`src/hdl/irq_ctl_defines.vh`:
```
// Register offsets, field positions, reset values and codes of the control block.
`ifndef IRQ_CTL_DEFINES_VH
`define IRQ_CTL_DEFINES_VH

// ==========================================================================
// Register byte offsets
// ==========================================================================
`define OFS_INT_VECTOR     8'h00
`define OFS_EXT_MODE       8'h04
`define OFS_PRESCALER      8'h08
`define OFS_MODE_CONTROL   8'h0C
`define OFS_INT_STATUS     8'h10
`define OFS_INT_MASK       8'h14
`define OFS_EVENT_STATUS   8'h18
`define OFS_EVENT_MASK     8'h1C

// ==========================================================================
// Field positions and widths
// ==========================================================================
`define EXT_COMPAT_BIT     0
`define EXT_IGNORE_NOACK_MODE_BIT     1
`define MODE_RESET_REL_BIT 0
`define CODE_W             3
`define NUM_FLAGS          7
`define PSC_W              8

// ==========================================================================
// Interrupt codes
// ==========================================================================
`define CODE_NONE          3'h0
`define CODE_ARB_LOST      3'h1
`define CODE_NOACK         3'h2
`define CODE_ACCESS_READY  3'h3
`define CODE_RX_READY      3'h4
`define CODE_TX_READY      3'h5
`define CODE_STOP          3'h6
`define CODE_SLAVE_ADDR    3'h7

// ==========================================================================
// Reset values
// ==========================================================================
`define RST_EXT_MODE       2'h1
`define RST_PRESCALER      8'h00
`define RST_MASK           7'h00

// ==========================================================================
// AXI responses
// ==========================================================================
`define RESP_OKAY          2'h0
`define RESP_SLVERR        2'h2

`endif

```
`src/hdl/irq_vector_ctl.v`:
```
// Interrupt vector, extended mode and prescaler control over AXI4-Lite.
//
// The implementer's own choices: register access over AXI4-Lite and the placing of the registers.
`timescale 1ns/1ps
`default_nettype none
`include "irq_ctl_defines.vh"

module irq_vector_ctl (
    input  wire        aclk,
    input  wire        aresetn,
    input  wire [7:0]  s_axi_awaddr,
    input  wire        s_axi_awvalid,
    output reg         s_axi_awready,
    input  wire [31:0] s_axi_wdata,
    input  wire [3:0]  s_axi_wstrb,
    input  wire        s_axi_wvalid,
    output reg         s_axi_wready,
    output reg  [1:0]  s_axi_bresp,
    output reg         s_axi_bvalid,
    input  wire        s_axi_bready,
    input  wire [7:0]  s_axi_araddr,
    input  wire        s_axi_arvalid,
    output reg         s_axi_arready,
    output reg  [31:0] s_axi_rdata,
    output reg  [1:0]  s_axi_rresp,
    output reg         s_axi_rvalid,
    input  wire        s_axi_rready,
    input  wire        ev_arb_lost,
    input  wire        ev_noack,
    input  wire        ev_reg_access_ready,
    input  wire        ev_rx_data_ready,
    input  wire        ev_slave_ack,
    input  wire        ev_buffer_to_shift,
    input  wire        ev_stop_detected,
    input  wire        ev_addressed_as_slave,
    input  wire        master_tx_active,
    input  wire        slave_tx_active,
    output reg         int_vector_irq,
    output reg         irq,
    output reg         abort_transfer,
    output reg         module_reset_release,
    output reg         module_clk_tick
);

    reg  [1:0]  extended_mode;
    reg  [7:0]  prescale_divisor;
    reg  [6:0]  int_status;
    reg  [6:0]  int_mask;
    reg  [6:0]  ev_status;
    reg  [6:0]  ev_mask;
    reg         have_aw;
    reg         have_w;
    reg  [7:0]  aw_addr;
    reg  [31:0] w_data;
    reg  [3:0]  w_strb;
    reg  [6:0]  raw_events;
    reg  [6:0]  pend;
    reg  [6:0]  clear_onehot;
    reg  [2:0]  code;
    reg  [31:0] next_rdata;
    reg  [1:0]  next_rresp;
    wire        tick;
    wire        write_go;
    wire        read_go;
    wire        release_edge;
    wire        noack_stops;
    wire        tx_ready_ev;
    wire [6:0]  next_int_status;
    wire [6:0]  next_ev_status;
    wire        vector_read;
    wire        event_read;
    wire        reg_write;
    wire        wr_ext_mode;
    wire        wr_prescaler;
    wire        wr_mode_control;
    wire        wr_int_mask;
    wire        wr_ev_mask;
    genvar      g;
    integer     i;

    // ======================================================================
    // Event sources
    // ======================================================================
    // A stopping NACK also reports access-ready so software sees the end.
    assign noack_stops = ev_noack && master_tx_active
                         && !extended_mode[`EXT_IGNORE_NOACK_MODE_BIT];
    // Transmit-ready exists only while acting as slave transmitter.
    assign tx_ready_ev = slave_tx_active
        && (extended_mode[`EXT_COMPAT_BIT] ? ev_buffer_to_shift
                                            : ev_slave_ack);

    always @* begin
        raw_events    = 7'h00;
        raw_events[0] = ev_arb_lost;
        raw_events[1] = ev_noack && (!master_tx_active
                        || !extended_mode[`EXT_IGNORE_NOACK_MODE_BIT]);
        raw_events[2] = ev_reg_access_ready || noack_stops;
        raw_events[3] = ev_rx_data_ready;
        raw_events[4] = tx_ready_ev;
        raw_events[5] = ev_stop_detected;
        raw_events[6] = ev_addressed_as_slave;
    end

    // ======================================================================
    // Priority encoder
    // ======================================================================
    always @* begin
        pend         = int_status & int_mask;
        code         = `CODE_NONE;
        clear_onehot = 7'h00;
        // Scanning downward leaves the lowest pending code in place.
        for (i = `NUM_FLAGS - 1; i >= 0; i = i - 1) begin
            if (pend[i]) begin
                code         = i[2:0] + 3'h1;
                clear_onehot = 7'h01 << i;
            end
        end
    end

    // ======================================================================
    // Bus handshakes
    // ======================================================================
    // Ready drops after each handshake and returns once the answer is accepted, so
    // only one write and one read are ever outstanding.
    assign write_go    = have_aw && have_w && !s_axi_bvalid;
    assign read_go     = s_axi_arvalid && s_axi_arready;
    assign vector_read = read_go && s_axi_araddr == `OFS_INT_VECTOR;
    assign event_read  = read_go && s_axi_araddr == `OFS_EVENT_STATUS;

    // ======================================================================
    // Register write decode
    // ======================================================================
    // Only the low byte lane carries register bits, so it gates all writes.
    assign reg_write       = write_go && w_strb[0];
    assign wr_ext_mode     = reg_write && aw_addr == `OFS_EXT_MODE;
    assign wr_prescaler    = reg_write && aw_addr == `OFS_PRESCALER;
    assign wr_mode_control = reg_write && aw_addr == `OFS_MODE_CONTROL;
    assign wr_int_mask     = reg_write && aw_addr == `OFS_INT_MASK;
    assign wr_ev_mask      = reg_write && aw_addr == `OFS_EVENT_MASK;
    assign release_edge    = wr_mode_control
                             && w_data[`MODE_RESET_REL_BIT]
                             && !module_reset_release;

    // ======================================================================
    // Read data select
    // ======================================================================
    // Unmapped reads return zero with a slave error.
    always @* begin
        next_rresp = `RESP_OKAY;
        case (s_axi_araddr)
            `OFS_INT_VECTOR:   next_rdata = {29'h0000_0000, code};
            `OFS_EXT_MODE:     next_rdata = {30'h0000_0000, extended_mode};
            `OFS_PRESCALER:    next_rdata = {24'h00_0000, prescale_divisor};
            `OFS_MODE_CONTROL: next_rdata = {31'h0000_0000,
                                             module_reset_release};
            `OFS_INT_STATUS:   next_rdata = {25'h000_0000, int_status};
            `OFS_INT_MASK:     next_rdata = {25'h000_0000, int_mask};
            `OFS_EVENT_STATUS: next_rdata = {25'h000_0000, ev_status};
            `OFS_EVENT_MASK:   next_rdata = {25'h000_0000, ev_mask};
            default: begin
                next_rdata = 32'h0000_0000;
                next_rresp = `RESP_SLVERR;
            end
        endcase
    end

    always @(posedge aclk) begin
        if (!aresetn) begin
            s_axi_awready <= 1'b1;
            s_axi_wready  <= 1'b1;
            s_axi_bvalid  <= 1'b0;
            s_axi_bresp   <= `RESP_OKAY;
            have_aw       <= 1'b0;
            have_w        <= 1'b0;
            aw_addr       <= 8'h00;
            w_data        <= 32'h0000_0000;
            w_strb        <= 4'h0;
        end else begin
            if (s_axi_awvalid && s_axi_awready) begin
                have_aw       <= 1'b1;
                aw_addr       <= s_axi_awaddr;
                s_axi_awready <= 1'b0;
            end
            if (s_axi_wvalid && s_axi_wready) begin
                have_w       <= 1'b1;
                w_data       <= s_axi_wdata;
                w_strb       <= s_axi_wstrb;
                s_axi_wready <= 1'b0;
            end
            if (write_go) begin
                have_aw      <= 1'b0;
                have_w       <= 1'b0;
                s_axi_bvalid <= 1'b1;
                case (aw_addr)
                    `OFS_INT_VECTOR,
                    `OFS_EXT_MODE,
                    `OFS_PRESCALER,
                    `OFS_MODE_CONTROL,
                    `OFS_INT_STATUS,
                    `OFS_INT_MASK,
                    `OFS_EVENT_STATUS,
                    `OFS_EVENT_MASK: s_axi_bresp <= `RESP_OKAY;
                    default:         s_axi_bresp <= `RESP_SLVERR;
                endcase
            end
            if (s_axi_bvalid && s_axi_bready) begin
                s_axi_bvalid  <= 1'b0;
                s_axi_awready <= 1'b1;
                s_axi_wready  <= 1'b1;
            end
        end
    end

    // ======================================================================
    // Read channel
    // ======================================================================
    always @(posedge aclk) begin
        if (!aresetn) begin
            s_axi_arready <= 1'b1;
            s_axi_rvalid  <= 1'b0;
            s_axi_rdata   <= 32'h0000_0000;
            s_axi_rresp   <= `RESP_OKAY;
        end else begin
            // The vector code and its clear share one edge.
            if (read_go) begin
                s_axi_arready <= 1'b0;
                s_axi_rvalid  <= 1'b1;
                s_axi_rdata   <= next_rdata;
                s_axi_rresp   <= next_rresp;
            end
            if (s_axi_rvalid && s_axi_rready) begin
                s_axi_rvalid  <= 1'b0;
                s_axi_arready <= 1'b1;
            end
        end
    end

    // ======================================================================
    // Control registers
    // ======================================================================
    always @(posedge aclk) begin
        if (!aresetn) begin
            extended_mode        <= `RST_EXT_MODE;
            prescale_divisor     <= `RST_PRESCALER;
            module_reset_release <= 1'b0;
            int_mask             <= `RST_MASK;
            ev_mask              <= `RST_MASK;
        end else begin
            // Masks gate the interrupt lines, and int_mask also gates the vector code; flags keep collecting.
            if (wr_ext_mode) begin
                extended_mode <= w_data[1:0];
            end
            if (wr_prescaler) begin
                prescale_divisor <= w_data[7:0];
            end
            if (wr_mode_control) begin
                module_reset_release <= w_data[`MODE_RESET_REL_BIT];
            end
            if (wr_int_mask) begin
                int_mask <= w_data[6:0];
            end
            if (wr_ev_mask) begin
                ev_mask <= w_data[6:0];
            end
        end
    end

    // ======================================================================
    // Sticky flag bits
    // ======================================================================
    generate
        for (g = 0; g < `NUM_FLAGS; g = g + 1) begin : flag_bits
            // A new event in the clearing cycle wins over the clear.
            assign next_int_status[g] = raw_events[g]
                || (int_status[g] && !(vector_read && clear_onehot[g]));
            assign next_ev_status[g]  = raw_events[g]
                || (ev_status[g] && !event_read);
        end
    endgenerate

    // ======================================================================
    // Flags and interrupts
    // ======================================================================
    always @(posedge aclk) begin
        if (!aresetn) begin
            int_status     <= 7'h00;
            ev_status      <= 7'h00;
            int_vector_irq <= 1'b0;
            irq            <= 1'b0;
            abort_transfer <= 1'b0;
        end else begin
            int_status     <= next_int_status;
            ev_status      <= next_ev_status;
            int_vector_irq <= |(int_status & int_mask
                               & ~(vector_read ? clear_onehot : 7'h00));
            irq            <= |(ev_status & ev_mask);
            abort_transfer <= noack_stops;
        end
    end

    // ======================================================================
    // Module clock prescaler
    // ======================================================================
    // The divisor is copied only on the release edge, so later writes wait.
    clock_prescaler #(
        .W (`PSC_W)
    ) u_prescaler (
        .aclk    (aclk),
        .aresetn (aresetn),
        .run     (module_reset_release),
        .load    (release_edge),
        .divisor (prescale_divisor),
        .tick    (tick)
    );

    // Registering the tick keeps every output on a flip-flop.
    always @(posedge aclk) begin
        if (!aresetn) begin
            module_clk_tick <= 1'b0;
        end else begin
            module_clk_tick <= tick;
        end
    end

endmodule // irq_vector_ctl

`default_nettype wire

```
`src/hdl/clock_prescaler.v`:
```
// Module clock enable divider with a divisor captured at reset release.
`timescale 1ns/1ps
`default_nettype none
`include "irq_ctl_defines.vh"

module clock_prescaler #(
    parameter W = `PSC_W
) (
    input  wire         aclk,
    input  wire         aresetn,
    input  wire         run,
    input  wire         load,
    input  wire [W-1:0] divisor,
    output reg          tick
);

    reg [W-1:0] active;
    reg [W-1:0] count;

    // ======================================================================
    // Divide by divisor plus one
    // ======================================================================
    always @(posedge aclk) begin
        if (!aresetn) begin
            active <= {W{1'b0}};
            count  <= {W{1'b0}};
            tick   <= 1'b0;
        end else begin
            if (load) begin
                active <= divisor;
                count  <= {W{1'b0}};
                tick   <= 1'b0;
            end else if (!run) begin
                count <= {W{1'b0}};
                tick  <= 1'b0;
            end else if (count >= active) begin
                count <= {W{1'b0}};
                tick  <= 1'b1;
            end else begin
                count <= count + {{(W-1){1'b0}}, 1'b1};
                tick  <= 1'b0;
            end
        end
    end

endmodule // clock_prescaler

`default_nettype wire

```
`config.mk`:
```
export PLATFORM = sky130hd
export DESIGN_NAME = irq_vector_ctl
export DESIGN_NICKNAME = d
export VERILOG_FILES = /design/src/hdl/irq_vector_ctl.v /design/src/hdl/clock_prescaler.v
export VERILOG_INCLUDE_DIRS = /design/src /design/src/hdl
export SDC_FILE = /design/constraint.sdc
export NUM_CORES = 1
export LEC_CHECK = 0
export BUFFER_PORTS_ARGS = -buffer_cell sky130_fd_sc_hd__buf_2
export CAP_MARGIN = 25
export CORE_MARGIN = 10
export CORE_UTILIZATION = 25
export CTS_CLUSTER_DIAMETER = 100
export CTS_CLUSTER_SIZE = 30
export DETAILED_ROUTE_END_ITERATION = 8
export SLEW_MARGIN = 20
export SYNTH_ARGS = -nofsm -noshare
export SYNTH_HDL_FRONTEND = slang
export SYNTH_SLANG_ARGS = --single-unit
```
`constraint.sdc`:
```
create_clock -name aclk -period 1.43 [get_ports aclk]
set_input_delay 0.0715 -clock aclk [delete_from_list [all_inputs] [get_ports aclk]]
set_output_delay 0.0715 -clock aclk [all_outputs]
set_load 0.01 [all_outputs]
```
# ---- Yosys cells after proc, flatten, opt, wreduce, memory -nomap -nowiden
# Memory sizes are Yosys's and may differ from the RTL's. A register that Yosys moved wholly into a read port is not among the register bits.
# Cells that the tools add are included.
dict set report classes {
  addsub 1
  order_cmp 1
  n_eq_ne 12
  mux 22
  bitwise 6
  n_reduce_logical 80
}
# cell count
set ops {}
lappend ops {{$pmux 8 s8} 1}
lappend ops {{$mux 7} 8}
lappend ops {{$eq 8x5->1 const B} 6}
lappend ops {{$logic_and 1x1->1} 42}
lappend ops {{$eq 8x4->1 const B} 4}
lappend ops {{$and 7x7->7} 3}
lappend ops {{$mux 3} 7}
lappend ops {{$eq 8x3->1 const B} 2}
lappend ops {{$logic_or 1x1->1} 16}
lappend ops {{$reduce_or 7->1} 2}
lappend ops {{$logic_not 1->1} 12}
lappend ops {{$mux 5} 2}
lappend ops {{$add 8x1->8 const B} 1}
lappend ops {{$ge 8x8->1} 1}
lappend ops {{$logic_not 8->1} 1}
lappend ops {{$reduce_or 8->1} 1}
lappend ops {{$not 7->7} 1}
lappend ops {{$reduce_or 2->1} 3}
lappend ops {{$mux 2} 2}
lappend ops {{$reduce_or 4->1} 1}
lappend ops {{$logic_not 3->1} 1}
lappend ops {{$reduce_or 3->1} 1}
lappend ops {{$mux 1} 2}
lappend ops {{$not 1->1} 2}
dict set report totals {
  ff_bits 120
  mem_bits_ro 32
  inputBits 69
  out_inout_bits 46
  n_memories 1
}
# memory depth word_bits rd rd_ports_with_merged_regs write_ports line_no
set memory_table {}
lappend memory_table {{(no name shown)} 32 1 1 1 0 irq_vector_ctl.v:194} ;# case (aw_addr)

# ---- Longest topological paths before layout
# Gate-level depths: netlist of the first run.
dict set report logic_depth {
  ltp_word 12
  ltp_mapped 6
}

# ---- Modules after synthesis
# Synthesis of the first run repeated with hierarchy kept, for this count alone.
dict set report unflattened {
  cells_unflattened 503
  area_unflattened_um2 4449.3
}
# mod instances cells_each area_per_inst_um2 seq_area_each_um2
set modules_own_cells {}
lappend modules_own_cells {irq_vector_ctl 1 418 3577.2 1561.5}
lappend modules_own_cells {clock_prescaler 1 85 872.1 340.3}

# ---- Worst setup path after synthesis of the first run
# OpenSTA, ideal clock, no wires.
dict set report synth_path {
  kind {register to register}
  startpoint {register int_status[0]}
  endpoint {register int_status[5]}
  setup_time_ps 115
  t_arrival_ps 1422
  required_time_ps 1315
  slack_ps -107
  path_stages_with_launch 5
  cell_sequence {dfxtp_1 -> a2111o_1 -> nor4_4 -> a41oi_1 -> o21a_1}
}
dict set report synth_between {
  elab_chain_cells 6
}
# item line_no
set synth_rtl {}
lappend synth_rtl {{start, declared} irq_vector_ctl.v:47} ;# reg [6:0] int_status;
lappend synth_rtl {{start signal, assigned} irq_vector_ctl.v:292} ;# int_status <= next_int_status;
lappend synth_rtl {{$and 7x7->7} irq_vector_ctl.v:108} ;# pend = int_status & int_mask;
lappend synth_rtl {{$mux 7} irq_vector_ctl.v:113} ;# if (pend[i]) begin
lappend synth_rtl {{$logic_and 1x1->1} irq_vector_ctl.v:275} ;# || (int_status[g] && !(vector_read && clear_onehot[g]));
lappend synth_rtl {{$logic_not 1->1} irq_vector_ctl.v:275}
lappend synth_rtl {{$logic_and 1x1->1} irq_vector_ctl.v:275}
lappend synth_rtl {{$logic_or 1x1->1} irq_vector_ctl.v:275}
# No other way between the ends.
# A chain may end at the register's enable or synchronous reset.

# ---- Worst setup path in the final report of the first run
# Ends and elaborated chain as after synthesis.

==> results of run 1 <==
-- cell type report --
| cell class | count | area (um^2) |
|---|---|---|
| clock inverters | 7 | 62.6 |
| flip-flops and latches | 95 | 1920 |
| repair buffers | 143 | 1010 |
| well taps | 229 | 287 |
| multi-input cells | 369 | 2530 |
| clock buffers | 9 | 225 |
| fillers | 1800 | 11700 |
| inverters | 19 | 71.3 |
-- power groups by stage --
stage | combinational (uW) | sequential, uW | clock [uW]
floorplan | 359 | 2850 | 0
global placement | 538 | 2860 | 0
detailed placement | 542 | 2860 | 0
CTS | 599 | 2800 | 2400
global route | 690 | 2820 | 2520
finish | 622 | 2810 | 2360
-- critical path: stages (launching register included) --
cell	delay (ps)
dfxtp_2	320
a2111o_1	460
nor4_4	290
buf_4	190
a41oi_2	110
o21a_1	180
-- per-layer routing --
metal / vias up / track usage, % / wire length, um
met1: 1845 / 13.3 / 6060
met2: 93 / 16.7 / 5910
met5: - / 0 / 0
met4: 0 / 2.97 / 141
met3: 9 / 2.36 / 565
li1: 2030 / - / -
-- through the flow --
step / area, um^2 / std cells
6_report: 6110 / 871
5_1_grt: 6110 / 871
4_1_cts: 5950 / 869
3_5_place_dp: 5330 / 825
3_3_place_gp: 5330 / 825
2_1_floorplan: 4620 / 533
-- final timing paths --
path,startpoint,end,slack [ps],cells after the start
min reg2reg,u_prescaler.tick,module_clk_tick,440,1
max,int_status[0],int_status[5],-240,5
min,ev_reg_access_ready,ev_status[2],5,3
max reg2reg,int_status[0],int_status[5],-240,5
-- synth_stat cells, types with 5 or more instances --
cell | count | area [um^2]
ha_1 | 9 | 113
buf_4 | 26 | 195
o21ai_0 | 9 | 45.0
a221oi_1 | 5 | 43.8
buf_2 | 6 | 30.0
clkbuf_1 | 15 | 56.3
nor3b_1 | 6 | 45.0
nand3_1 | 13 | 65.1
mux2i_1 | 32 | 320
nor3_1 | 8 | 40.0
and2_1 | 5 | 31.3
nor2_1 | 49 | 184
inv_1 | 18 | 67.6
o21ai_1 | 11 | 55.1
dfxtp_1 | 95 | 1900
a21oi_1 | 51 | 255
nand4_1 | 13 | 81.3
o21a_1 | 5 | 37.5
nand2_1 | 49 | 184
-- registers in the layout, summed over array words and instances (netlist names), 2 cells and up, named ones only --
signal	count
ev_status	7
u_prescaler.count	8
int_mask	7
extended_mode	2
int_status	7
s_axi_rdata	8
aw_addr	8
ev_mask	7
u_prescaler.active	8
w_data	8
prescale_divisor	8
-- cells by family (layout without fill, tap and decap cells) --
| group | after synthesis | in the layout | synth area share (%) |
|---|---|---|---|
| xor+xnor | 6 | 6 | 1.17 |
| other cells | 1 | 26 | 0.0832 |
| flops | 95 | 95 | 42.2 |
| buf+inv | 69 | 178 | 8.08 |
| compound gates | 115 | 115 | 15.8 |
| simple gates | 174 | 174 | 20.3 |
| fa+ha+maj | 10 | 10 | 2.72 |
| mux | 38 | 38 | 9.61 |
-- what timing repair did --
action | CTS | global route
hold endpoints to repair | 28 | 0
hold buffers | 26 | 0
pin swaps | 11 | 11
setup buffers | 2 | 2
resized for setup | 10 | 34
endpoints found under the setup margin | 15 | 54
==> flow_summary.json, run 1 <==
{
  "power_density_nw_per_um2": 948,
  "avgSynthCellArea_um2": 8.87,
  "gp_congestion": 0.842,
  "initialDrtViolationCount": 208,
  "critPathArrivalTime_ps": 1910,
  "start_util_pct": 25.3,
  "clockBufferDepth": 2,
  "clk_latency_ps": 340,
  "path_clk_slew_ps": 70,
  "fin_nets": 715,
  "coreArea_um2": 17800,
  "timing.final.crit_share_pct": 117,
  "cts-root-buf": "clkbuf_16",
  "antenna_found_initial": 0,
  "hpwlAfterDp_um": 9640,
  "vdd.ir_drop.worst_mv": 0.569,
  "die_area_um2": 23800,
  "ys_warn_count": 0,
  "swShare_pct": 26.8,
  "yosysSeqAreaShare_pct": 42.2,
  "synth_edf_count": 0,
  "power_frac_comb_pct": 10.7,
  "port_buffers": 61,
  "drive_gt1_share_pct": 30.4,
  "worstHoldPathType": "input port to flip-flop",
  "whs_ps": 5.35,
  "grt_max_degree": 19,
  "leakagePower_uw": 0.00263,
  "synthesis.instances": 508,
  "antennaDiodeCount": 0,
  "p_int_uw": 4240,
  "grt_first_pass_wirelength_um": 20300,
  "synth_area_um2": 4510,
  "fin_crit_ps": 1670,
  "skew_ps": 6.71,
  "maxCapViolCount": 0,
  "failed_checks": "negative setup slack",
  "ios": 115,
  "setup_viol": 7,
  "first_pass_iters": 4,
  "die_w_um": 154,
  "wl_per_cell_um": 14.6,
  "worst-path-max-fanout": 5,
  "clkPwrFrac_pct": 40.8,
  "grt_util_all_layers_pct": 10.3,
  "total_power_uw": 5790,
  "finalHoldViolCount": 0,
  "overflow": 0,
  "worst_slack_ps": -240,
  "wl_um": 12700,
  "pwr-share-seq_pct": 48.5,
  "rows": 49,
  "synth_seq_cells": 95,
  "fp.dieH_um": 154,
  "cp-end-kind": "flip-flop",
  "ys_async_sr_fraction_pct": 0,
  "critPathLaunchType": "flip-flop",
  "synth.distinct_cells": 64,
  "fmax_ghz": 0.599,
  "detail-route-antenna-nets": 0,
  "dp_slack_ps": -262,
  "p_sw_uw": 1550,
  "vias": 3977,
  "drc": 0,
  "cts_htree_levels": 3,
  "cts_buffers": 9,
  "path_class": "flip-flop to flip-flop",
  "grt_pass1_vias": 3938,
  "required_ps": 1670,
  "drv_slew": 0,
  "final_common_cell": "dfxtp_1",
  "syn2layout_area_growth_pct": 35.5,
  "fin_tns_setup_ps": -1070,
  "vias_per_cell": 4.57,
  "ys.flop_type": "dfxtp_1",
  "cts_sinks": 95,
  "utilization_pct": 34.2,
  "mostFrequentLayoutCells": "dfxtp_1, buf_2, buf_4",
  "cts_tree": "done",
  "status": "complete, but fails checks",
  "rsz0062_at_grt": "yes"
}
(Power assumes the default switching activity.)
==> run 2: changes to the inputs <==
- ABC_AREA: unset -> 1
==> run 2 against run 1 <==
  * The flow still finishes with violations (negative setup slack)
  * Clock-buffer cell count grew 2
  * Setup slack improved by 220 ps
  * Final area grew 1.7%
  * Critical path type unchanged
  * Critical endpoint is now int_mask[3]
  * Highest routed layer unchanged
==> flow_summary.json, run 2 <==
{
  "synth_compound_area_share_pct": 17.2,
  "required_ps": 1700,
  "synth-simple-area-share_pct": 23.6,
  "reg2reg_from": "have_w",
  "antennaDiodeCount": 0,
  "avgSynthCellArea_um2": 7.41,
  "drv_slew": 0,
  "whs_ps": 11.4,
  "synth_seq_cells": 95,
  "fin_tns_setup_ps": -48.4,
  "cts_sinks": 95,
  "netlist_top_cells_area": "dfxtp_1, nand2_1, a21oi_1, o21ai_0, inv_1",
  "synth_top_area_share_pct": 42.8,
  "failed_checks": "negative setup slack",
  "yosys-top-cells-count": "nand2_1, dfxtp_1, inv_1, a21oi_1, nor2_1",
  "coreArea_um2": 17400,
  "swShare_pct": 23.4,
  "cp-end-kind": "flip-flop",
  "finalHoldViolCount": 0,
  "p_sw_uw": 1460,
  "vdd.ir_drop.worst_mv": 0.687,
  "critPathArrivalTime_ps": 1720,
  "utilization_pct": 35.8,
  "cts_buffers": 9,
  "timing.final.crit_share_pct": 101,
  "ys_warn_count": 0,
  "path_class": "flip-flop to flip-flop",
  "grt_first_pass_wirelength_um": 19900,
  "clkPwrFrac_pct": 44.8,
  "synthesis.instances": 600,
  "hold_start": "s_axi_wstrb[0]",
  "initialDrtViolationCount": 220,
  "rows": 48,
  "grt_max_degree": 34,
  "critPathLaunchType": "flip-flop",
  "leakagePower_uw": 0.00276,
  "power_frac_comb_pct": 9.7,
  "drc": 0,
  "cts_tree": "done",
  "first_pass_iters": 5,
  "synth.distinct_cells": 39,
  "mostFrequentLayoutCells": "nand2_1, dfxtp_1, buf_2",
  "grt_util_all_layers_pct": 10.3,
  "muxShareOfSynthArea_pct": 0,
  "fp.dieH_um": 153,
  "fin_crit_ps": 1450,
  "synth_edf_count": 0,
  "final_common_cell": "nand2_1",
  "yosysSeqAreaShare_pct": 42.8,
  "overflow": 0,
  "antenna_found_initial": 0,
  "power_density_nw_per_um2": 1000,
  "worst_slack_ps": -18.9,
  "syn2layout_area_growth_pct": 39.6,
  "ys.flop_type": "dfxtp_1",
  "path_clk_slew_ps": 70,
  "maxCapViolCount": 0,
  "port_buffers": 61,
  "start_util_pct": 25.6,
  "synth_area_um2": 4450,
  "r2r_slack_ps": -20,
  "synth_xor_area_share_pct": 1.18,
  "r2r-end": "int_mask[3]",
  "hpwlAfterDp_um": 9440,
  "vias_per_cell": 4.39,
  "ff2ff_path_depth": 8,
  "clockBufferDepth": 2,
  "synth-adder-area-share_pct": 2.53,
  "min_path_cells": 3,
  "detail-route-antenna-nets": 0,
  "skew_ps": 9.05,
  "gp_congestion": 0.878,
  "die_w_um": 153,
  "cts-root-buf": "clkbuf_16",
  "p_int_uw": 4770,
  "pwr-share-seq_pct": 45.5,
  "worst-path-max-fanout": 7,
  "fin_nets": 812,
  "wl_um": 12900,
  "worstHoldPathType": "input port to flip-flop",
  "ios": 115,
  "yosysMostFrequentCell": "nand2_1",
  "vias": 4236,
  "drive_gt1_share_pct": 31.0,
  "dp_cells": 922,
  "wl_per_cell_um": 13.3,
  "grt_pass1_vias": 3968,
  "cts_htree_levels": 3,
  "stdcell_count": 964,
  "setup_viol": 4,
  "min_to": "w_strb[0]",
  "synth_top_family_by_area": "simple AND/OR/NAND/NOR gates",
  "synth_area_leader_cell": "dfxtp_1",
  "die_area_um2": 23500,
  "status": "complete, but fails checks",
  "fmax_ghz": 0.690,
  "rsz0062_at_grt": "yes",
  "ys_async_sr_fraction_pct": 0,
  "clk_latency_ps": 350
}
==> run 2: cell count changes after synthesis, sizes merged, moves of 11 or more <==
cell,previous run,this run
mux2i,32,0
nor2,49,67
a21oi,51,64
nand2,49,106
o21ai,20,55
inv,19,67
nand4,16,5
nand3,13,50
==> run 2: kinds of logic (layout without fill, tap and decap cells) <==
logic type,after synthesis,in the layout
XOR/XNOR,6,6
AO/OA/AOI/OAI,140,140
adder cells (fa/ha/maj),9,9
AND/OR/NAND/NOR,236,237
flip-flops,95,95
other,1,26
buffers and inverters,113,226
==> run 2: stage by stage <==
stage / instance area [um^2] / setup slack, ps / total power, uW
floorplan: 4540 / 45.0 / 3200
global placement: 5290 / -11.9 / 3380
detailed placement: 5290 / -41.1 / 3390
CTS: 5870 / -17.2 / 6220
global route: 6210 / -137 / 6470
finish: 6210 / -18.9 / 6220
==> run 2: timing repair <==
| action | in CTS | in global routing |
|---|---|---|
| endpoints found under the setup margin | 15 | 52 |
| hold buffers | 13 | 0 |
| hold endpoints to repair | 17 | 0 |
| cloned | 1 | 2 |
| resized for setup | 12 | 86 |
| setup buffers | 4 | 7 |
| pin swaps | 4 | 17 |
==> run 2: cell type report <==
type	instances	area (um^2)
Multi-Input combinational cell	418	2350
Sequential cell	95	1920
Timing Repair Buffer	141	1040
Clock buffer	11	243
Fill cell	1836	11100
Inverter	69	262
Clock inverter	5	105
Tap cell	225	282
==> run 2: worst max-delay path: stages (launching register included) <==
cell and delay [ps]:
dfxtp_1 370, nand3_4 100, nor2_4 120, buf_6 100
nand4_1 150, nor2_4 210, buf_12 140, o21ai_1 50
a21oi_1 130
==> run 2: layer usage <==
metal  GRT usage, %  routed length [um]  up-vias  part of all wire, %
met5              0                   0        -                    0
met4           4.81                 278        0                  2.2
met3           2.47                 746       20                  5.8
met2           16.1                5980       94                   46
met1           13.0                5870     1922                   46
li1               -                   -     2200                    -
==> run 2: how the worst max path moves through the flow <==
stage / startpoint / to / cells past startpoint
2_1_floorplan: s_axi_bvalid / u_prescaler.active[5] / 9
3_3_place_gp: u_prescaler.active[3] / u_prescaler.count[3] / 8
3_5_place_dp: s_axi_araddr[5] / s_axi_rdata[4] / 12
4_1_cts: aw_addr[7] / extended_mode[1] / 6
5_1_grt: s_axi_bvalid / int_mask[1] / 9
6_report: have_w / int_mask[3] / 8
==> run 2: power by group through the flow <==
stage	clock network [uW]	registers (uW)	logic (uW)
after global placement	0	2870	511
final	2790	2830	605
after CTS	2840	2820	561
after floorplan	0	2870	333
after detailed placement	0	2870	516
after global routing	2950	2840	678
==> run 3: changes to the inputs <==
==> constraint.sdc (replaced) <==
create_clock -name aclk -period 1.43 [get_ports aclk]
set_input_delay 0.286 -clock aclk [delete_from_list [all_inputs] [get_ports aclk]]
set_output_delay 0.286 -clock aclk [all_outputs]
set_load 0.01 [all_outputs]
==> run 3 against run 2 <==
  * The flow still finishes with violations (negative setup slack)
  * Non-clock buffer count down 10
  * Die area unchanged
  * Final area down 2.6%
  * Sequential power about the same
  * Fmax down 2.6%
  * First-iteration DRC count down 11%
  * Critical path depth unchanged
  * Setup slack worse by 39 ps
  * Combinational power down 5.0%
  * Clock skew up 1.2 ps
  * Critical path type unchanged
  * Critical endpoint is now ev_mask[2]
  * Largest power group unchanged
==> flow_summary.json, run 3 (synthesis results as in run 2) <==
{
  "status": "complete, but fails checks",
  "failed_checks": "negative setup slack",
  "mostFrequentLayoutCells": "nand2_1, dfxtp_1, buf_2",
  "worst-path-max-fanout": 7,
  "power_density_nw_per_um2": 953,
  "cts_tree": "done",
  "first_pass_iters": 4,
  "crit_start": "have_aw",
  "cp-end-kind": "flip-flop",
  "start_util_pct": 25.6,
  "antenna_found_initial": 1,
  "cts_sinks": 95,
  "cts_buffers": 9,
  "leakagePower_uw": 0.00270,
  "crit_family": "simple AND/OR/NAND/NOR gates",
  "ios": 115,
  "port_buffers": 61,
  "slowest_delay_ps": 370,
  "worstHoldPathType": "input port to flip-flop",
  "finalHoldViolCount": 0,
  "cts_htree_levels": 3,
  "reg2reg_from": "have_aw",
  "placed_area_um2": 5330,
  "required_ps": 1700,
  "cts-root-buf": "clkbuf_16",
  "final_cell_area_um2": 6050,
  "cp_cell_sequence": "nand3_4 -> nor2_4 -> inv_2 -> buf_6 -> nor3_4 -> buf_12 -> nor2_2 -> a211oi_2",
  "syn2layout_area_growth_pct": 36.0,
  "drive_gt1_share_pct": 32.0,
  "skew_ps": 10.3,
  "critPathLaunchType": "flip-flop",
  "antennaDiodeCount": 0,
  "die_w_um": 153,
  "drc": 0,
  "critPathSlowestCell": "dfxtp_1",
  "drv_slew": 0,
  "fmax_ghz": 0.672,
  "routed-wl-met2_um": 6080,
  "coreArea_um2": 17400,
  "overflow": 0,
  "worst-path-stages": 8,
  "vias_per_cell": 4.37,
  "drt-met1-wl_um": 6020,
  "path_buf_inv": 3,
  "timing.final.crit_share_pct": 104,
  "r2r-end": "ev_mask[2]",
  "crit_end": "ev_mask[2]",
  "worst_slew_pin_slew_ps": 538,
  "detail-route-antenna-nets": 0,
  "grt_max_degree": 34,
  "slew_headroom_pct": 64.0,
  "grt_util_all_layers_pct": 10.3,
  "path_class": "flip-flop to flip-flop",
  "gp_congestion": 0.859,
  "initialDrtViolationCount": 195,
  "vias": 4167,
  "highest_layer": "met4",
  "total_power_uw": 5760,
  "fin_nets": 802,
  "maxCapViolCount": 0,
  "fillers": 1850,
  "wl_um": 13000,
  "rows": 48,
  "clockBufferDepth": 2,
  "die_area_um2": 23500,
  "hold_start": "s_axi_rready",
  "vdd.ir_drop.worst_mv": 0.521,
  "grt_first_pass_wirelength_um": 20000,
  "r2r_slack_ps": -60,
  "final_common_cell": "nand2_1",
  "utilization_pct": 34.8,
  "setup_viol": 18,
  "ff2ff_path_depth": 8,
  "hpwlAfterDp_um": 9600,
  "wl_met3_um": 740,
  "grt_pass1_vias": 3946,
  "fin_crit_ps": 1490,
  "worst_slack_ps": -57.8,
  "rsz0062_at_grt": "yes",
  "path_clk_slew_ps": 80,
  "critPathArrivalTime_ps": 1760,
  "fp.dieH_um": 153,
  "wl_per_cell_um": 13.6,
  "clk_latency_ps": 350
}
run 3: per-layer routing:
layer  vias up  global-route usage [%]
met5         -                       0
met4         0                    3.33
met3        10                    2.95
met2        93                    16.3
met1      1883                    13.0
li1       2181                       -
run 3: cell type report:
class                           count  area (um^2)  area share, %
Clock buffer                        9          225           3.73
Clock inverter                      7         67.6           1.12
Tap cell                          225          282           4.66
Sequential cell                    95         1910           31.7
Timing Repair Buffer              131          916           15.1
Multi-Input combinational cell    418         2380           39.4
Inverter                           69          262           4.33
run 3: through the flow:
step / setup TNS, ps / cells / hold slack (ps) / setup slack (ps)
finish: -497 / 954 / 175 / -57.8
global route: -2860 / 954 / 193 / -134
CTS: -24.9 / 945 / 169 / -8.73
detailed placement: -2630 / 925 / 398 / -148
global placement: -2390 / 925 / 401 / -151
floorplan: 0 / 625 / 390 / 45.0
run 3: worst min-delay path by stage:
stage | end | depth (start not counted)
after detailed placement | module_clk_tick | 2
after global placement | module_clk_tick | 2
final | s_axi_arready | 3
after CTS | s_axi_arready | 3
after global routing | s_axi_arready | 3
after floorplan | module_clk_tick | 2
run 3: report_power, final:
part           internal [uW]  total, uW  switching, uW
sequential              2750       2830           81.8
combinational            232        575            343
clock                   1220       2360           1140
run 3: timing repair:
item                       in CTS  in global routing
setup endpoints to repair      31                 44
gates resized for setup        20                 81
gates cloned                    1                  1
hold buffers                    0                  0
pin swaps                       4                 18
setup buffers                   3                  9
run 3: worst reg2reg max path, stage by stage (launching register included):
cell and delay, ps:
dfxtp_1 370, nand3_4 100, nor2_4 130, inv_2 70, buf_6 120, nor3_4 250, buf_12 160, nor2_2 40
a211oi_2 170
